<file path="src/design/sbio_consts.svh">
`ifndef SBIO_CONSTS_SVH
`define SBIO_CONSTS_SVH

// Clock period of SYS_CLK in ns (40 MHz)
`define SBIO_CLK_PERIOD_NS 25

// Data port timing in ns
`define SBIO_SETUP_NS   500
`define SBIO_HOLD_NS    500
`define SBIO_STROBE_NS  5500
`define SBIO_SAMPLE_NS  12000
`define SBIO_TICK_NS    8000
`define SBIO_BLOCK_NS   256000

// Derived cycle counts
`define SBIO_SETUP_CYC  (`SBIO_SETUP_NS / `SBIO_CLK_PERIOD_NS)
`define SBIO_HOLD_CYC   (`SBIO_HOLD_NS / `SBIO_CLK_PERIOD_NS)
`define SBIO_STROBE_CYC (`SBIO_STROBE_NS / `SBIO_CLK_PERIOD_NS)
`define SBIO_SAMPLE_CYC (`SBIO_SAMPLE_NS / `SBIO_CLK_PERIOD_NS)
`define SBIO_TICK_CYC   (`SBIO_TICK_NS / `SBIO_CLK_PERIOD_NS)
`define SBIO_BLOCK_CYC  (`SBIO_BLOCK_NS / `SBIO_CLK_PERIOD_NS)

// Filter ticks for time code 0 (128 us at 8 us a tick)
`define SBIO_FILT_BASE_TICKS 11'h010
// Time code selecting cycle-based filtering
`define SBIO_CYCLE_CODE      3'h7
// Output register value after reset or address deletion
`define SBIO_OUT_RESET       4'hF
// Mask that inverts every input channel
`define SBIO_INV_ALL         4'hF

`endif

</file>
<file path="src/design/sbio_pkg.sv">
package sbio_pkg;

  // Commands handed over by the telegram logic
  typedef enum logic [1:0] {
    SBIO_CMD_NONE     = 2'b00,
    SBIO_CMD_PARAM    = 2'b01,  // param_write_code
    SBIO_CMD_EXCHANGE = 2'b10,  // io_exchange_code
    SBIO_CMD_DELETE   = 2'b11   // delete address
  } sbio_cmd_code_type;

  // Output sequence states
  typedef enum logic [1:0] {
    SBIO_ST_IDLE   = 2'b00,
    SBIO_ST_SETUP  = 2'b01,
    SBIO_ST_STROBE = 2'b10,
    SBIO_ST_WAIT   = 2'b11
  } sbio_state_type;

  // One command with its output data
  typedef struct packed {
    logic              valid;
    sbio_cmd_code_type code;
    logic [3:0]        data;
  } sbio_cmd_type;

  // Static configuration
  typedef struct packed {
    logic       invert_all;
    logic [3:0] input_invert_mask;
    logic [3:0] input_filter_mask;
    logic [2:0] filter_time_code;
    logic       pin_filter_control_flag;
    logic       mux_data;
    logic       param_mux;
  } sbio_cfg_type;

  // Answer to an exchange
  typedef struct packed {
    logic       valid;
    logic [3:0] data;
  } sbio_resp_type;

endpackage : sbio_pkg

</file>
<file path="src/design/sbio_debounce.sv">
`include "sbio_consts.svh"

// One input channel debounce filter, time or cycle based
module sbio_debounce (
  // Clock and reset
  input  wire logic        clk,
  input  wire logic        arst_n,
  // Conditioned input and timing
  input  wire logic        raw,
  input  wire logic        tick,
  input  wire logic [10:0] limit,
  // Cycle mode control
  input  wire logic        cycle_mode,
  input  wire logic        sample_evt,
  // Filtered level
  output logic             filt
);

  logic        prev_raw;    // Raw level one cycle ago
  logic        last_sample; // Level of previous exchange sample
  logic [10:0] cnt;         // Stable ticks seen so far

  // Change detector for the raw level
  always_ff @(posedge clk or negedge arst_n) begin
    if (!arst_n) begin
      prev_raw <= 1'b0;
    end else begin
      prev_raw <= raw;
    end
  end

  // Stability timer, restarted by any change
  always_ff @(posedge clk or negedge arst_n) begin
    if (!arst_n) begin
      cnt <= 11'h000;
    end else if (cycle_mode || raw != prev_raw || raw == filt) begin
      cnt <= 11'h000;
    end else if (tick) begin
      // First tick is partial, so the wait lands a little short
      cnt <= (cnt == limit - 11'h001) ? 11'h000 : cnt + 11'h001;
    end
  end

  // Filter output: passes a level only once it held long enough
  always_ff @(posedge clk or negedge arst_n) begin
    if (!arst_n) begin
      filt        <= 1'b0;
      last_sample <= 1'b0;
    end else if (cycle_mode) begin
      if (sample_evt) begin
        last_sample <= raw;
        // Two equal consecutive samples validate
        if (raw == last_sample) begin
          filt <= raw;
        end
      end
    end else if (tick && raw == prev_raw && raw != filt
                 && cnt == limit - 11'h001) begin
      filt <= raw;
    end
  end

endmodule : sbio_debounce

</file>
<file path="src/design/sbio_data_port.sv">
// Overview of operation
// Four open-drain outputs, four high-impedance inputs
// Latch master output data, drive onto pins
// Low outputs valid 0.5 us before strobe
// Multiplex option floats drivers around strobe fall
// Each update gives strobe pulse 5 to 6 us
// Sample inputs 11 to 13.5 us after write
// Reset or delete: 0xF, float, strobe
// Disable flag blocks port and exchange answers
// Parameter write clears the disable flag
// Master sends parameter write before first exchange
// Joint inversion inverts all, ignores mask
// Otherwise per-channel inversion by mask bit
// Filter passes level after stable filter time
// Time code 0..6 scales 128 us; 7 cycle
// Cycle mode: two equal exchange samples validate
// Cycle mode blocks sampling 256 us after sample
// Per-channel filter enable mask
// Filters start at zero, timers cleared
// Pin filter option: pin one selects raw
// Pin filter option keeps pin one unmultiplexed
// Inversion and filtering combine freely
// First parameter write enables output driving
// Invert before filtering, timebase from clock
`include "sbio_consts.svh"

module sbio_data_port
  import sbio_pkg::*;
#(
  // Sampling block time after a cycle-mode sample
  parameter int unsigned BLOCK_CYCLES = `SBIO_BLOCK_CYC
) (
  // Clock and reset
  input  wire logic          SYS_CLK,
  input  wire logic          ARST_N,
  // Commands from telegram logic
  input  wire sbio_cmd_type  CMD,
  // Configuration
  input  wire sbio_cfg_type  CFG,
  input  wire logic          PARAM_PIN_ONE,
  // Data input pins
  input  wire logic [3:0]    DATA_IN_PINS,
  // Data output pins, open drain
  input  wire logic [3:0]    DATA_OUT_PINS_I,
  output logic [3:0]         DATA_OUT_PINS_O,
  output logic [3:0]         DATA_OUT_PINS_OE,
  // Data strobe, low during pulse
  output logic               DATA_STROBE_N,
  // Exchange answer
  output sbio_resp_type      RESP,
  // Status
  output logic               EXCHANGE_DISABLED,
  output logic               BUSY,
  output logic               PARAM_PIN_ONE_MUX_EN,
  output logic [3:0]         DATA_OUT_READBACK
);

  // Cycle counts; sequence ones measured from the output write, tick one free-running, block one counted down from each cycle-mode sample
  localparam logic [8:0] SETUP_END  = 9'(`SBIO_SETUP_CYC);
  localparam logic [8:0] HIZ_END    = 9'(`SBIO_SETUP_CYC + `SBIO_HOLD_CYC);
  localparam logic [8:0] STROBE_END = 9'(`SBIO_SETUP_CYC + `SBIO_STROBE_CYC);
  localparam logic [8:0] SAMPLE_AT  = 9'(`SBIO_SAMPLE_CYC);
  localparam logic [8:0] TICK_LAST  = 9'(`SBIO_TICK_CYC - 1);
  localparam logic [13:0] BLOCK_LAST = 14'(BLOCK_CYCLES - 1);

  // Command decode
  logic is_param;     // Parameter write seen
  logic is_exchange;  // Data exchange seen
  logic is_delete;    // Delete address seen

  // Port control state
  logic           xchg_disable; // Exchange disable flag
  logic           drive_enable; // Output driving allowed
  logic [3:0]     out_reg;      // Output holding register
  sbio_state_type state;        // Output sequence state
  logic [8:0]     cnt;          // Cycles since output write
  logic           clear_run;    // Sequence is a reset strobe

  // Derived sequence events
  logic start_xchg; // Exchange accepted this cycle
  logic sample_now; // Input sampling edge
  logic hiz_window; // Multiplexed float window

  // Input path
  logic [3:0]  inv_mask;   // Effective inversion mask
  logic [3:0]  cond_in;    // Inverted inputs
  logic [3:0]  filt_out;   // Filter outputs
  logic [3:0]  selected;   // Value offered to the master
  logic        bypass;     // Pin one turns filters off
  logic        cycle_mode; // Cycle-based filtering
  logic [10:0] limit;      // Filter ticks for time code
  logic [8:0]  tick_cnt;   // Timebase divider
  logic        tick;       // Timebase tick
  logic [13:0] blk_cnt;    // Sampling block counter
  logic        blocked;    // Sampling blocked
  logic        cyc_evt;    // Cycle-mode sample event
  logic        answer_now; // Reply launch, one cycle after sampling

  // Command decode
  always_comb begin
    is_param    = CMD.valid && CMD.code == SBIO_CMD_PARAM;
    is_exchange = CMD.valid && CMD.code == SBIO_CMD_EXCHANGE;
    is_delete   = CMD.valid && CMD.code == SBIO_CMD_DELETE;
  end

  // Exchanges start only when idle and enabled

  assign start_xchg = is_exchange && !xchg_disable
                      && state == SBIO_ST_IDLE;

  // Sampling edge at the end of the wait
  assign sample_now = state == SBIO_ST_WAIT
                      && cnt == SAMPLE_AT - 9'h001;

  // Float window spans setup and hold around the fall
  assign hiz_window = CFG.mux_data
                      && (state == SBIO_ST_SETUP
                      || (state == SBIO_ST_STROBE && cnt < HIZ_END));

  // Exchange disable flag
  always_ff @(posedge SYS_CLK or negedge ARST_N) begin
    if (!ARST_N) begin
      xchg_disable <= 1'b1;
    end else if (is_delete) begin
      xchg_disable <= 1'b1;
    end else if (is_param) begin
      xchg_disable <= 1'b0;
    end
  end

  // Output driving enable, first parameter event turns it on
  always_ff @(posedge SYS_CLK or negedge ARST_N) begin
    if (!ARST_N) begin
      drive_enable <= 1'b0;
    end else if (is_delete) begin
      drive_enable <= 1'b0;
    end else if (is_param) begin
      drive_enable <= 1'b1;
    end
  end

  // Output holding register
  always_ff @(posedge SYS_CLK or negedge ARST_N) begin
    if (!ARST_N) begin
      out_reg <= `SBIO_OUT_RESET;
    end else if (is_delete) begin
      out_reg <= `SBIO_OUT_RESET;
    end else if (start_xchg) begin
      out_reg <= CMD.data;
    end
  end

  // Output sequence; reset starts a strobe straight away
  always_ff @(posedge SYS_CLK or negedge ARST_N) begin
    if (!ARST_N) begin
      state     <= SBIO_ST_SETUP;
      cnt       <= 9'h000;
      clear_run <= 1'b1;
    end else if (is_delete) begin
      // Delete aborts any running exchange
      state     <= SBIO_ST_SETUP;
      cnt       <= 9'h000;
      clear_run <= 1'b1;
    end else begin
      case (state)
        SBIO_ST_IDLE: begin
          // Wait for an accepted exchange
          cnt <= 9'h000;
          if (start_xchg) begin
            state     <= SBIO_ST_SETUP;
            clear_run <= 1'b0;
          end
        end
        SBIO_ST_SETUP: begin
          // Data stands before the strobe falls
          cnt <= cnt + 9'h001;
          if (cnt == SETUP_END - 9'h001) begin
            state <= SBIO_ST_STROBE;
          end
        end
        SBIO_ST_STROBE: begin
          // Strobe held low for its pulse width
          cnt <= cnt + 9'h001;
          if (cnt == STROBE_END - 9'h001) begin
            // Reset strobes carry no input sampling
            state <= clear_run ? SBIO_ST_IDLE : SBIO_ST_WAIT;
          end
        end
        SBIO_ST_WAIT: begin
          // Inputs must settle before sampling
          cnt <= cnt + 9'h001;
          if (sample_now) begin
            state <= SBIO_ST_IDLE;
          end
        end
        default: begin
          state <= SBIO_ST_IDLE;
          cnt   <= 9'h000;
        end
      endcase
    end
  end

  // Strobe pin follows the state one cycle later
  always_ff @(posedge SYS_CLK or negedge ARST_N) begin
    if (!ARST_N) begin
      DATA_STROBE_N <= 1'b1;
    end else begin
      DATA_STROBE_N <= state != SBIO_ST_STROBE;
    end
  end

  // Open-drain drivers pull low for zero bits only
  always_ff @(posedge SYS_CLK or negedge ARST_N) begin
    if (!ARST_N) begin
      DATA_OUT_PINS_O  <= 4'h0;
      DATA_OUT_PINS_OE <= 4'h0;
    end else begin
      DATA_OUT_PINS_O <= 4'h0;
      if (drive_enable && !hiz_window) begin
        DATA_OUT_PINS_OE <= ~out_reg;
      end else begin
        // Floating keeps external pull-ups in charge
        DATA_OUT_PINS_OE <= 4'h0;
      end
    end
  end

  // Output pin level read back for the user
  always_ff @(posedge SYS_CLK or negedge ARST_N) begin
    if (!ARST_N) begin
      DATA_OUT_READBACK <= 4'h0;
    end else begin
      DATA_OUT_READBACK <= DATA_OUT_PINS_I;
    end
  end

  // Inversion ahead of filtering
  always_comb begin
    if (CFG.invert_all) begin
      inv_mask = `SBIO_INV_ALL;
    end else begin
      inv_mask = CFG.input_invert_mask;
    end
    cond_in = DATA_IN_PINS ^ inv_mask;
  end

  // Filter time selection
  always_comb begin
    cycle_mode = CFG.filter_time_code == `SBIO_CYCLE_CODE;
    limit      = `SBIO_FILT_BASE_TICKS << CFG.filter_time_code;
    bypass     = CFG.pin_filter_control_flag && PARAM_PIN_ONE;
  end

  // Timebase; ticks of 8 us give the minus tolerance
  always_ff @(posedge SYS_CLK or negedge ARST_N) begin
    if (!ARST_N) begin
      tick_cnt <= 9'h000;
      tick     <= 1'b0;
    end else begin
      tick     <= tick_cnt == TICK_LAST;
      tick_cnt <= (tick_cnt == TICK_LAST) ? 9'h000 : tick_cnt + 9'h001;
    end
  end

  // Sampling block after each cycle-mode sample
  assign blocked = blk_cnt != 14'h0000;
  assign cyc_evt = sample_now && cycle_mode && !blocked;

  // Master retries inside the block window see old data
  always_ff @(posedge SYS_CLK or negedge ARST_N) begin
    if (!ARST_N) begin
      blk_cnt <= 14'h0000;
    end else if (cyc_evt) begin
      blk_cnt <= BLOCK_LAST;
    end else if (blocked) begin
      blk_cnt <= blk_cnt - 14'h0001;
    end
  end

  // One debounce filter per input channel
  for (genvar i = 0; i < 4; i++) begin : g_filt
    sbio_debounce u_filt (
      .clk        (SYS_CLK),
      .arst_n     (ARST_N),
      .raw        (cond_in[i]),
      .tick       (tick),
      .limit      (limit),
      .cycle_mode (cycle_mode),
      .sample_evt (cyc_evt),
      .filt       (filt_out[i])
    );
  end

  // Filtered or raw value per channel
  always_comb begin
    for (int j = 0; j < 4; j++) begin
      // Filters keep running even when bypassed
      if (CFG.input_filter_mask[j] && !bypass) begin
        selected[j] = filt_out[j];
      end else begin
        selected[j] = cond_in[j];
      end
    end
  end

  // Reply one cycle after sampling, so a cycle-mode filter
  // update made at the sampling edge is already in the answer
  always_ff @(posedge SYS_CLK or negedge ARST_N) begin
    if (!ARST_N) begin
      answer_now <= 1'b0;
    end else begin
      answer_now <= sample_now;
    end
  end

  // Answer carries the sampled inputs
  always_ff @(posedge SYS_CLK or negedge ARST_N) begin
    if (!ARST_N) begin
      RESP <= '0;
    end else begin
      RESP.valid <= answer_now;
      if (answer_now) begin
        RESP.data <= selected;
      end
    end
  end

  // Status outputs
  always_ff @(posedge SYS_CLK or negedge ARST_N) begin
    if (!ARST_N) begin
      EXCHANGE_DISABLED    <= 1'b1;
      BUSY                 <= 1'b1;
      PARAM_PIN_ONE_MUX_EN <= 1'b0;
    end else begin
      EXCHANGE_DISABLED <= xchg_disable;
      BUSY              <= state != SBIO_ST_IDLE;
      // Undriven pin one must not turn filters off
      PARAM_PIN_ONE_MUX_EN <= !(CFG.param_mux
                              && CFG.pin_filter_control_flag);
    end
  end

endmodule : sbio_data_port

</file>
<file path="config.mk">
export PLATFORM = sky130hd
export DESIGN_NAME = sbio_data_port
export DESIGN_NICKNAME = d
export VERILOG_FILES = /design/src/design/sbio_pkg.sv /design/src/design/sbio_debounce.sv /design/src/design/sbio_data_port.sv
export VERILOG_INCLUDE_DIRS = /design/src /design/src/design
export SDC_FILE = /design/constraint.sdc
export NUM_CORES = 1
export LEC_CHECK = 0
export ABC_AREA = 1
export BUFFER_PORTS_ARGS = -buffer_cell sky130_fd_sc_hd__buf_2
export CORE_ASPECT_RATIO = 1.1
export CORE_UTILIZATION = 28
export CTS_BUF_LIST = sky130_fd_sc_hd__clkbuf_4 sky130_fd_sc_hd__clkbuf_8
export DETAILED_ROUTE_END_ITERATION = 7
export PLACE_DENSITY = 0.4
export SLEW_MARGIN = 30
export SYNTH_ARGS = -nofsm -noshare
export SYNTH_HDL_FRONTEND = slang
export SYNTH_SLANG_ARGS = --single-unit
</file>
<file path="constraint.sdc">
create_clock -name SYS_CLK -period 3.1 [get_ports SYS_CLK]
set_input_delay 0.465 -clock SYS_CLK [delete_from_list [all_inputs] [get_ports SYS_CLK]]
set_output_delay 0.465 -clock SYS_CLK [all_outputs]
set_load 0.05 [all_outputs]
</file>
After elaboration in Yosys (flattened, before gate mapping)
Index checks and enable logic that the tools add are counted.

word-level totals
  register bits = 116
  input bits = 33

cells by class
  add/sub/neg operators = 8
  order comparisons = 1
  equal/unequal tests = 45
  shifts and indexed selects = 1
  mux-type cells = 55
  bitwise gates (word level) = 2
  reductions and logical operators = 66

operator list
  cell                                                    number
  two-way mux 11 bit                                      12
  adder 11 x 1 -> 11 bit (second input constant)          4
  == test 11 bit                                          4
  logical AND 1 bit                                       29
  two-way mux 14 bit                                      2
  two-way mux 1 bit                                       27
  nonzero test 2 bit                                      13
  adder 9 x 1 -> 9 bit (second input constant)            2
  == test 9 bit (second input constant)                   2
  two-way mux 9 bit                                       2
  one-hot mux 9 bit (2 select lines)                      1
  two-way mux 4 bit                                       4
  nonzero test 14 bit                                     1
  subtractor 14 x 1 -> 14 bit (second input constant)     1
  == test 1 bit                                           12
  two-way mux 2 bit                                       6
  AND reduction 3 bit                                     4
  left shift 5 x 3 -> 11 bit (first input constant)       1
  subtractor 11 x 1 -> 11 bit (second input constant)     1
  inequality test 2 x 1 -> 1 bit (second input constant)  5
  == test 9 x 5 -> 1 bit (second input constant)          1
  == test 9 x 8 -> 1 bit (second input constant)          1
  logical OR 1 bit                                        9
  < comparator 9 x 6 -> 1 bit (second input constant)     1
  other kinds (15)                                        33

Logic depth before layout (Yosys ltp)
Gate-level depths: netlist of the first run.

  depth after elaboration = 8
  gate-level depth with buffers = 16
  mapped depth without buffers = 14

Modules after synthesis
A second synthesis of the first run with hierarchy kept.

unflattened totals
  cells, all modules = 1095
  area, all modules = 7785.0 µm²

by module, submodules not included
  module          instances  cells each  area each (µm²)  sequential area each (µm²)
  sbio_debounce   4          182         1198.6           350.3
  sbio_data_port  1          367         2990.4           1514.0

Worst setup path before layout of the first run
OpenSTA, ideal clock, no wires.

  path kind = input to register
  start point = input port CFG[5] (netlist name)
  end point = register g_filt[1].u_filt.cnt[2]
  library setup time = 0.125 ns
  data arrival time = 2.053 ns
  slack = 0.923 ns
  stages = 14
  path buffers = 2
  path through = buf_6 inv_2 buf_4 nand3_1 ha_1 inv_1 nand2_1 nand3_2 nand2_1 nand2_1 nor2_1 nand2_2 o21ai_4 nor2_1

on the way
  cells in the longest elaborated chain, start to end = 6

RTL lines
  what                                  line                  source
  start: declaration                    sbio_data_port.sv:39  input wire sbio_cfg_type CFG,
  left shift 5 x 3 -> 11 bit (no line)  n/a
  subtractor 11 x 1 -> 11 bit           sbio_debounce.sv:40   cnt <= (cnt == limit - 11'h001) ? 11'h000 : cnt + 11'h001;
  == test 11 bit                        sbio_debounce.sv:40
  two-way mux 11 bit                    sbio_debounce.sv:40
  two-way mux 11 bit                    sbio_debounce.sv:38   end else if (tick) begin
  two-way mux 11 bit                    sbio_debounce.sv:36   end else if (cycle_mode || raw != prev_raw || raw == filt) begin
  end signal: assignment                sbio_debounce.sv:40
  end: declaration                      sbio_debounce.sv:21   logic [10:0] cnt;

Several ways; a longest one is shown, not always the timed one. The select of a mux whose other input is x is not followed.
A chain may end at the register's enable or synchronous reset.

Final worst setup path of the first run
  start point = input port CFG[5] (netlist name)
  end point = register g_filt[1].u_filt.cnt[8]

Same word-level chain as after synthesis.

==> reports/metrics.csv, run 1 <==
stage,metric,value,unit
outcome,run status,completed,
power,power per cell area,489.1,nW/um^2
sta,Fmax,448.6,MHz
clocking,clk buf depth,2,
yosys,Area contributors post-synth,"dfrtp_1 41%, nand2_1 13%, nor2_1 6.3%, inv_1 6.1%, nand3_1 5.8%",
yosys,synthesis warning total,0,
placed_design,dpl cells,1181,
clocking,CTS tree,done,
final_layout,largest register by flop count,g_filt.u_filt.cnt,
yosys,post-synth top area share,0.4110,
drt,DRC violations left,0,
worst_setup_path,startpoint types,primary input,
global_route,first-pass GRT wire length,26920,um
drt,Detail Route met2 WL,7793,um
worst_setup_path,slowest CP cell,ha_1,
worst_setup_path,CP Buf/Inv Count,3,
sta,hold_ws,0.06227,ns
placed_design,DP Wirelength,11690,um
global_route,largest net degree at the start of global routing,52,
sta,Final WS setup,0.8709,ns
sta,RSZ-0062 raised after global routing,false,
final_layout,synthesis-to-layout area growth,15.20,%
yosys,Async SR Flop Fraction,1.000,
drt,top routing layer in use,met4,
power,sequential power share,0.456,
power,VDD IR max,0.0002905,V
yosys,Post-Syn Area per Cell,7.683,um^2
sta,Worst Skew,0.01625,ns
final_layout,layout cells sized above 1,0.1427,
final_layout,Util after Layout,0.3331,
power,Net Sw Power,1.198,mW
worst_setup_path,CP Max Fanout,13,
power,clock network fraction of design power,0.393,
worst_setup_path,Setup crit end kind,flip-flop,
final_layout,final cell count without fillers,1213,
clocking,Num Clock Sinks,116,
final_layout,fill count,2395,
sta,max-slew violations,0,
drt,initial drt markers,218,
yosys,post-synthesis sequential area ratio,0.4517,
clocking,post_cts resized,0,
flow_run,Max Cap Viol,0,
worst_setup_path,WS Path Type,primary input to flip-flop,
floorplanning,standard-cell rows,57,
floorplanning,CORE AREA,22320,um^2
worst_setup_path,Worst EP required,3.42,ns
clocking,# hold bufs at CTS,0,
worst_setup_path,WP depth,13,
floorplanning,total die area,23660,um^2
global_route,vias in the first global route,5326,
clocking,Root Driver,clkbuf_8,
final_layout,max reg flops,44,
clocking,clock latency on the worst-skew pair,0.45,ns
yosys,distinct cell type count after synthesis,39,
drt,DR pass1 iterations,4,
floorplanning,Die Span X,146.8,um
sta,min Tclk post-route,2.229,ns
worst_setup_path,CP top delay family,simple AND/OR/NAND/NOR gates,
global_route,Total GRT Usage,0.1449,
drt,via count,5329,
yosys,leading area contributor after synthesis,dfrtp_1,
sta,final period utilization,0.7191,
power,Net Sw Frac,0.3295,
drt,post-route antenna net violation count,0,
final_layout,Antenna diodes,0,
yosys,synth cell count leaders,"223 x nand2_1, 109 x nor2_1, 106 x dfrtp_1",
floorplanning,top-level I/O count,54,
yosys,most frequent cell after synthesis,nand2_1,
sta,Fin. Hold Viols,0,
power,Leakage,3.617,nW
clocking,Post-CTS Setup Bufs,0,
yosys,post-synthesis cell count,840,
final_layout,Layout Nets,946,
yosys,Synth Flop Type,dfrtp_1,
power,logic gate share of total power,0.151,
drt,Post-Route WL,15780,um
worst_setup_path,crit-path max cell delay,0.31,ns
drt,M1 WL,7423,um
drt,drt via density,4.393,
placed_design,port buffer count,49,
yosys,synthesized area,6454,um^2
final_layout,fin area,7435,um^2
clocking,CTS buffer count,17,
drt,wire length per cell,13.01,um
placed_design,placed inst area,7041,um^2
worst_setup_path,crit path DAT,2.55,ns
floorplanning,Starting Density,0.2891,
sta,Fin Setup TNS,0,ns
final_layout,Largest regs,"g_filt.u_filt.cnt (44), blk_cnt (14)",
drt,WL met3,435,um
clocking,"CTS clk-pin slew, worst paths",0.09,ns
power,Final Power,3.636,mW
yosys,number of synthesized flops with an enable pin,0,
worst_setup_path,cell with the most instances on the worst path,nand2_1,
sta,slew margin rel.,0.4424,
sta,final-report setup violation count,0,
power,Int Pwr,2.438,mW
min_path,Hold Path Class,primary input to asynchronous set/reset pin,
global_route,GR Overflow Total,0,
placed_design,Setup WS pre-CTS,0.3968,ns
sta,Slew @ Worst Pin,0.8339,ns
yosys,Synth Register Bits,116,
floorplanning,Die Y,161.2,um
worst_setup_path,CP cell instances,buf_2 -> inv_2 -> nand2_1 -> ha_1 -> inv_1 -> nand2_1 -> nand3_2 -> nand2_1 -> nand2_1 -> nor2_1 -> nand2_2 -> o21ai_4 -> nor2_1,
global_route,initial antenna violation count,0,
worst_setup_path,worst r2r path cells,11,
clocking,H-tree depth,4,
placed_design,Final GP Congestion,0.7718,
[layout by cell type (no fill, tap or decap), types with 5 or more instances in the layout]
master	n
inv_2	7
a21oi_1	22
dfstp_2	10
inv_6	6
nor3b_1	6
xnor2_1	8
or2_2	5
nand3_1	75
clkbuf_8	17
nor3_1	16
buf_4	5
nand3_2	5
nand4_1	14
dfrtp_1	106
ha_1	8
a31oi_1	5
xor2_1	39
nand2_2	7
inv_1	105
o21ai_0	29
buf_2	48
nand2_1	223
nor2_1	109
[area by class of cell]
type | instances | area [um^2] | share of cell area
Timing Repair Buffer | 54 | 297.8 | 0.04005
Sequential cell | 116 | 2915 | 0.3921
Inverter | 114 | 427.9 | 0.05756
Tap cell | 295 | 369.1 | 0.04965
Clock buffer | 17 | 234.0 | 0.03147
Multi-Input combinational cell | 602 | 3030 | 0.4076
Clock inverter | 15 | 160.2 | 0.02154
[logic make-up (layout without fill, tap and decap cells)]
group / Yosys count / count (layout) / synth area share
adder cells (fa/ha/maj): 8 / 8 / 0.01551
AO/OA/AOI/OAI: 69 / 69 / 0.06359
flip-flops: 116 / 116 / 0.4517
XOR/XNOR: 48 / 48 / 0.06631
AND/OR/NAND/NOR: 471 / 471 / 0.3187
buffers and inverters: 125 / 200 / 0.08046
other: 1 / 4 / 0.0005811
multiplexers: 2 / 2 / 0.003102
[layer usage]
layer  vias up  track usage
li1       2806            -
met1      2445       0.1853
met4         0      0.04356
met2        70       0.2447
met5         -            0
met3         8      0.03023
[path summary, 6_finish.rpt]
path	start	end	slack, ns
setup / recovery	CFG[5]	g_filt[1].u_filt.cnt[8]	0.87
hold / removal	ARST_N	g_filt[0].u_filt.cnt[3]	0.06
setup reg to reg	blk_cnt[0]	g_filt[0].u_filt.filt	0.96
hold reg to reg	xchg_disable	EXCHANGE_DISABLED	0.39
max in group asynchronous	ARST_N	out_reg[2]	2.26
min in group SYS_CLK	DATA_OUT_PINS_I[3]	DATA_OUT_READBACK[3]	0.12
[power groups by stage]
stage	Sequential, mW	Combinational, mW	Clock [mW]
floorplan	1.76	0.318	0
global placement	1.69	0.567	0
detailed placement	1.69	0.564	0
CTS	1.66	0.566	1.50
global route	1.67	0.633	1.57
finish	1.66	0.550	1.43
Power figures use the tool's default switching activity.
==> run 2, diff against run 1 <==
- PLACE_DENSITY: 0.4 -> 0.42
- clock period: 3.1 -> 1.9 ns (I/O delays scaled with it)
==> run 2 against run 1 <==
Net effect: design area is 7.0% higher; sequential power is 63% higher; clock-buffer cell count stayed put; critical path type is now flip-flop to flip-flop; core utilization is 2.3 points higher; sequential cell count stayed put; combinational power is 81% higher; clock power is 73% higher; worst hold slack worse by 0.018 ns.
==> reports/metrics.csv, run 2 (synthesis results as in run 1) <==
stage,metric,value,unit,change
global_route,first-pass GRT wire length,27030,um,+0.41%
placed_design,Setup WS pre-CTS,-0.09932,ns,-0.4961 ns
floorplanning,Die Span X,146.8,um,unchanged
floorplanning,Starting Density,0.2891,,unchanged
final_layout,final cell count without fillers,1260,,+3.9%
outcome,run status,completed,,
placed_design,dpl cells,1218,,+3.1%
sta,Fmax,562.0,MHz,
worst_setup_path,WS Path Type,flip-flop to flip-flop,,
final_layout,multi-input gate area in the final layout,3104,um^2,+2.4%
power,sequential power share,0.439,,-0.017
sta,Final WS setup,0.1206,ns,-0.7502 ns
worst_setup_path,startpoint types,flip-flop,,
sta,Fin Setup TNS,0,ns,unchanged
final_layout,most frequent cells in the layout,"219 x nand2_1, 105 x dfrtp_1, 103 x nor2_1, 103 x inv_1, 74 x nand3_1",,
worst_setup_path,crit path DAT,2.13,ns,-0.42 ns
drt,DR pass1 iterations,4,,unchanged
power,Leakage,3.874,nW,+7.1%
final_layout,Antenna diodes,0,,unchanged
global_route,vias in the first global route,5487,,+3.0%
sta,hold_ws,0.04389,ns,-0.01838 ns
global_route,initial antenna violation count,0,,unchanged
worst_setup_path,Setup crit start,blk_cnt[2],,
sta,min Tclk post-route,1.779,ns,
drt,Post-Route WL,15780,um,about the same
worst_setup_path,Worst EP required,2.25,ns,-1.17 ns
clocking,Num Clock Sinks,116,,unchanged
power,clock network fraction of design power,0.400,,+0.007
drt,DRC violations left,0,,unchanged
global_route,GR Overflow Total,0,,unchanged
floorplanning,top-level I/O count,54,,unchanged
floorplanning,Die Y,161.2,um,unchanged
final_layout,max reg flops,44,,unchanged
global_route,largest net degree at the start of global routing,35,,-33%
drt,post-route antenna net violation count,0,,unchanged
clocking,CTS buffer count,17,,unchanged
clocking,clk buf depth,2,,unchanged
floorplanning,standard-cell rows,57,,unchanged
power,Net Sw Power,1.984,mW,+66%
final_layout,layout cells sized above 1,0.1959,,+0.05315
drt,initial drt markers,213,,-2.3%
final_layout,fill count,2354,,-1.7%
final_layout,"most common cell after layout, fill and taps aside",nand2_1,,
power,Int Pwr,4.185,mW,+72%
floorplanning,total die area,23660,um^2,unchanged
clocking,H-tree depth,4,,unchanged
flow_run,Max Cap Viol,0,,unchanged
clocking,Root Driver,clkbuf_8,,
worst_setup_path,Setup crit end kind,flip-flop,,
worst_setup_path,CP top delay family,simple AND/OR/NAND/NOR gates,,
final_layout,register area,2917,um^2,about the same
sta,Worst Skew,0.01392,ns,-0.002331 ns
drt,via count,5506,,+3.3%
sta,final-report setup violation count,0,,unchanged
worst_setup_path,RR Startpoint,blk_cnt[2],,
final_layout,Layout Nets,993,,+5.0%
global_route,Total GRT Usage,0.1438,,-0.001151
floorplanning,CORE AREA,22320,um^2,unchanged
sta,RSZ-0062 raised after global routing,true,,
power,VDD IR max,0.0004674,V,+61%
power,logic gate share of total power,0.161,,+0.010
final_layout,fin area,7956,um^2,+7.0%
final_layout,largest register by flop count,g_filt.u_filt.cnt,,
worst_setup_path,CP cell instances,nor2_2 -> nand2_4 -> nor3_4 -> nand4_1 -> nor2_4 -> nand2_1 -> nand2_1 -> nand2_1 -> nand2_1 -> inv_1,,
drt,wire length per cell,12.52,um,-3.7%
clocking,"CTS clk-pin slew, worst paths",0.08,ns,about the same
power,power per cell area,775.4,nW/um^2,+59%
final_layout,Util after Layout,0.3564,,+0.02337
placed_design,Final GP Congestion,0.8306,,+7.6%
placed_design,DP Wirelength,11940,um,+2.2%
sta,final period utilization,0.9365,,
worst_setup_path,cell with the most instances on the worst path,nand2_1,,
placed_design,placed inst area,7393,um^2,+5.0%
sta,Fin. Hold Viols,0,,unchanged
worst_setup_path,CP Max Fanout,6,,-7
worst_setup_path,CP Buf/Inv Count,1,,-2
final_layout,Largest regs,"g_filt.u_filt.cnt (44), blk_cnt (14)",,
clocking,clock latency on the worst-skew pair,0.45,ns,about the same
worst_setup_path,crit-path max cell delay,0.42,ns,+0.11 ns
power,Final Power,6.169,mW,+70%
min_path,Hold Path Origin,CMD[5],,
power,Net Sw Frac,0.3217,,-0.007798
sta,max-slew violations,0,,unchanged
clocking,CTS tree,done,,
placed_design,port buffer count,49,,unchanged
min_path,Hold Path Class,primary input to flip-flop,,
final_layout,synthesis-to-layout area growth,23.28,%,
worst_setup_path,slowest CP cell,dfrtp_1,,
drt,drt via density,4.370,,-0.53%
## run 2: changes by cell type in the layout (fill, tap and decap cells not counted), sizes merged
cell / previous run / this run
buf: 54 / 94
dlygate4sd3: 0 / 7
bufinv: 1 / 2
clkinvlp: 2 / 1
## run 2: timing repair
action,CTS,global route
buffers inserted,0,3
setup endpoints to repair,0,24
hold endpoints to repair,29,0
hold buffers,7,0
resized for setup,0,18
## run 2: area by class of cell
type / count / share of cell area
multi-input combinational: 602 / 0.3902
sequential: 116 / 0.3666
timing repair buffer: 101 / 0.09074
inverter: 114 / 0.05378
tap: 295 / 0.04639
clock buffer: 17 / 0.02941
clock inverter: 15 / 0.02296
## run 2: per-layer routing
layer,track usage,wire length (um),up-vias
met1,0.1767,7256,2523
met4,0.05208,291,0
li1,-,-,2886
met5,0,0,-
met3,0.03333,546,24
met2,0.2447,7685,73
## run 2: final timing paths
path	slack [ns]	endpoint	cells after the start
setup / recovery	0.12	g_filt[2].u_filt.filt	10
hold / removal	0.04	drive_enable	2
setup reg to reg	0.12	g_filt[2].u_filt.filt	10
hold reg to reg	0.38	EXCHANGE_DISABLED	0
max in group asynchronous	0.95	DATA_STROBE_N	3
min in group asynchronous	0.33	g_filt[3].u_filt.cnt[3]	2
## run 2: power groups by stage
stage | Sequential, mW | Clock (mW) | Combinational [mW]
finish | 2.71 | 2.47 | 0.993
global route | 2.73 | 2.70 | 1.12
CTS | 2.71 | 2.58 | 1.01
detailed placement | 2.76 | 0 | 1.00
global placement | 2.76 | 0 | 1.00
floorplan | 2.88 | 0 | 0.526
==> run 3, diff against run 2 <==
- BUFFER_PORTS_ARGS: -buffer_cell sky130_fd_sc_hd__buf_2 -> -buffer_cell sky130_fd_sc_hd__buf_4
- MAX_ROUTING_LAYER: unset -> met4
- PLACE_DENSITY: 0.42 -> 0.4
- clock period: 1.9 -> 1.7 ns (I/O delays scaled with it)
==> run 3 against run 2 <==
Net effect: the run now ends with setup timing left; clock power rose by 19%; clock skew is 0.00052 ns higher; critical endpoint is now g_filt[0].u_filt.last_sample; sequential power up 12%; non-clock buffer count is 58 higher; sequential cell count unchanged; register-to-register slack got worse by 0.13 ns.
==> reports/metrics.csv, run 3 (synthesis results as in run 1) <==
stage,metric,value,unit,change
sta,RSZ-0062 raised after global routing,true,,
outcome,failing checks,setup timing,,
worst_setup_path,crit-path max cell delay,0.40,ns,-0.02 ns
final_layout,largest register by flop count,g_filt.u_filt.cnt,,
power,logic gate share of total power,0.178,,+0.017
flow_run,Max Cap Viol,0,,unchanged
min_path,Hold Path Class,primary input to flip-flop,,
clocking,"CTS clk-pin slew, worst paths",0.09,ns,about the same
floorplanning,standard-cell rows,57,,unchanged
placed_design,port buffer count,49,,unchanged
global_route,Total GRT Usage,0.1571,,+0.01334
clocking,Root Driver,clkbuf_8,,
placed_design,dpl cells,1258,,+3.3%
clocking,Num Clock Sinks,116,,unchanged
worst_setup_path,slowest CP cell,dfrtp_1,,
final_layout,most frequent cells in the layout,"202 x nand2_1, 145 x buf_4, 106 x dfrtp_1",,
power,power per cell area,823.0,nW/um^2,+6.1%
final_layout,Util after Layout,0.3949,,+0.03851
floorplanning,Starting Density,0.2891,,unchanged
sta,max-slew violations,0,,unchanged
floorplanning,CORE AREA,22320,um^2,unchanged
power,Net Sw Frac,0.3160,,-0.005715
drt,drt via density,4.382,,+0.29%
drt,via count,5776,,+4.9%
global_route,first-pass GRT wire length,28580,um,+5.7%
worst_setup_path,RR Startpoint,blk_cnt[0],,
final_layout,final cell count without fillers,1318,,+4.6%
floorplanning,top-level I/O count,54,,unchanged
placed_design,Final GP Congestion,0.8348,,+0.51%
min_path,Hold Path Origin,CMD[2],,
power,Leakage,4.234,nW,+9.3%
final_layout,Antenna diodes,0,,unchanged
clocking,H-tree depth,4,,unchanged
clocking,CTS buffer count,17,,unchanged
placed_design,placed inst area,7849,um^2,+6.2%
sta,Fin. Hold Viols,0,,unchanged
sta,Fmax,584.9,MHz,+4.1%
outcome,run status,"finished, violations left",,
sta,Worst Skew,0.01444,ns,+0.0005170 ns
power,sequential power share,0.418,,-0.021
final_layout,synthesis-to-layout area growth,36.60,%,
drt,initial drt markers,248,,+16%
worst_setup_path,WS Path Type,flip-flop to flip-flop,,
power,clock network fraction of design power,0.404,,+0.004
worst_setup_path,CP Max Fanout,7,,+1
drt,DR pass1 iterations,4,,unchanged
power,Int Pwr,4.963,mW,+19%
final_layout,fill count,2277,,-3.3%
final_layout,"most common cell after layout, fill and taps aside",nand2_1,,
clocking,clk buf depth,2,,unchanged
worst_setup_path,FF-to-FF End,g_filt[0].u_filt.last_sample,,
sta,final-report setup violation count,3,,+3
placed_design,DP Wirelength,12700,um,+6.4%
global_route,GR Overflow Total,0,,unchanged
min_path,Hold Path Cell Cnt,2,,unchanged
sta,min Tclk post-route,1.710,ns,-0.06954 ns
sta,final period utilization,1.006,,+0.06927
floorplanning,Die Y,161.2,um,unchanged
drt,post-route antenna net violation count,0,,unchanged
final_layout,max reg flops,44,,unchanged
drt,Post-Route WL,16990,um,+7.7%
worst_setup_path,crit path DAT,2.04,ns,-0.09 ns
drt,wire length per cell,12.89,um,+2.9%
worst_setup_path,CP cell instances,inv_2 -> ha_4 -> nand2_4 -> nor3_4 -> nand4_1 -> nor2_4 -> buf_6 -> inv_6 -> nand2_2 -> o21ai_2,,
power,Net Sw Power,2.292,mW,+16%
global_route,vias in the first global route,5713,,+4.1%
min_path,WHS Endpoint,out_reg[2],,
power,VDD IR max,0.0005431,V,+16%
global_route,largest net degree at the start of global routing,41,,+17%
clocking,clock latency on the worst-skew pair,0.44,ns,about the same
final_layout,Layout Nets,1051,,+5.8%
floorplanning,total die area,23660,um^2,unchanged
worst_setup_path,Setup crit end kind,flip-flop,,
placed_design,Setup WS pre-CTS,-0.2645,ns,-0.1652 ns
final_layout,Largest regs,"g_filt.u_filt.cnt (44), blk_cnt (14)",,
worst_setup_path,Worst EP required,2.03,ns,-0.22 ns
worst_setup_path,startpoint types,flip-flop,,
global_route,initial antenna violation count,0,,unchanged
worst_setup_path,flop-to-flop setup slack,-0.01,ns,-0.13 ns
sta,Final WS setup,-0.009807,ns,-0.1305 ns
final_layout,fin area,8816,um^2,+11%
clocking,CTS tree,done,,
worst_setup_path,worst r2r path cells,10,,unchanged
drt,DRC violations left,0,,unchanged
floorplanning,Die Span X,146.8,um,unchanged
final_layout,layout cells sized above 1,0.2962,,+0.1003
-- run 3: cell count changes in the layout (fill, tap and decap cells not counted), moves of 6 or more --
cell     previous run  this run
nand2_2            10        25
nor3_2              1         7
nor2_1            103        91
nand3_1            74        66
nor2_2             10        16
o21ai_0            28        22
inv_1             103        96
nor2_4              2         8
nor3_1             15         9
buf_4              40       145
nand2_1           219       202
buf_2              48         0
-- run 3: timing repair --
action	4_1_cts	5_1_grt
hold endpoints to repair	23	0
cloned	0	0
buffers inserted	8	13
pin swaps	10	26
setup endpoints to repair	32	67
hold buffers	8	0
gates resized for setup	19	71
-- run 3: per-layer routing --
metal / vias up / global-route usage / routed length (um)
met2: 59 / 0.2656 / 8754
met3: 8 / 0.03107 / 438
li1: 3005 / - / -
met1: 2704 / 0.1911 / 7644
met5: - / - / 0
met4: 0 / 0.03930 / 153
-- run 3: area by class of cell --
type                    count  area (um^2)  share of cell area
multi-input cells         602         3376              0.3829
flip-flops and latches    116         2915              0.3307
repair buffers            159         1271              0.1442
inverters                 114        442.9             0.05024
well taps                 295        369.1             0.04187
clock buffers              17        234.0             0.02654
clock inverters            15        207.7             0.02356
-- run 3: metrics by stage --
step / TNS, ns / hold slack (ns) / total power, mW
2_1_floorplan: -0.8685 / -0.04059 / 3.816
3_3_place_gp: -8.788 / 0.1875 / 4.323
3_5_place_dp: -10.03 / 0.1845 / 4.319
4_1_cts: -0.04937 / 0.02884 / 7.329
5_1_grt: -1.962 / 0.02328 / 7.656
6_report: -0.01192 / 0.05660 / 7.255
-- run 3: how the worst max path moves through the flow --
stage	cells after the start	slack, ns	start	end
final	10	-0.01	blk_cnt[0]	g_filt[0].u_filt.last_sample
after global placement	13	-0.21	CFG[4]	g_filt[3].u_filt.cnt[6]
after global routing	10	-0.15	blk_cnt[7]	g_filt[2].u_filt.filt
after CTS	11	-0.03	blk_cnt[1]	g_filt[1].u_filt.filt
after floorplan	12	-0.07	CFG[5]	g_filt[3].u_filt.cnt[10]
after detailed placement	13	-0.26	CFG[4]	g_filt[3].u_filt.cnt[5]
-- run 3: power by group through the flow --
stage,combinational (mW),clock [mW],sequential (mW)
finish,1.29,2.93,3.04
global route,1.44,3.16,3.05
CTS,1.26,3.04,3.02
detailed placement,1.24,0,3.08
global placement,1.24,0,3.08
floorplan,0.601,0,3.21
-- run 3: worst max-delay path, delay by kind of cell (launching register included) --
family / cells / cell delay (ns)
simple gates: 5 / 0.74
compound gates: 1 / 0.05
flops: 1 / 0.40
buf+inv: 3 / 0.27
fa+ha+maj: 1 / 0.14
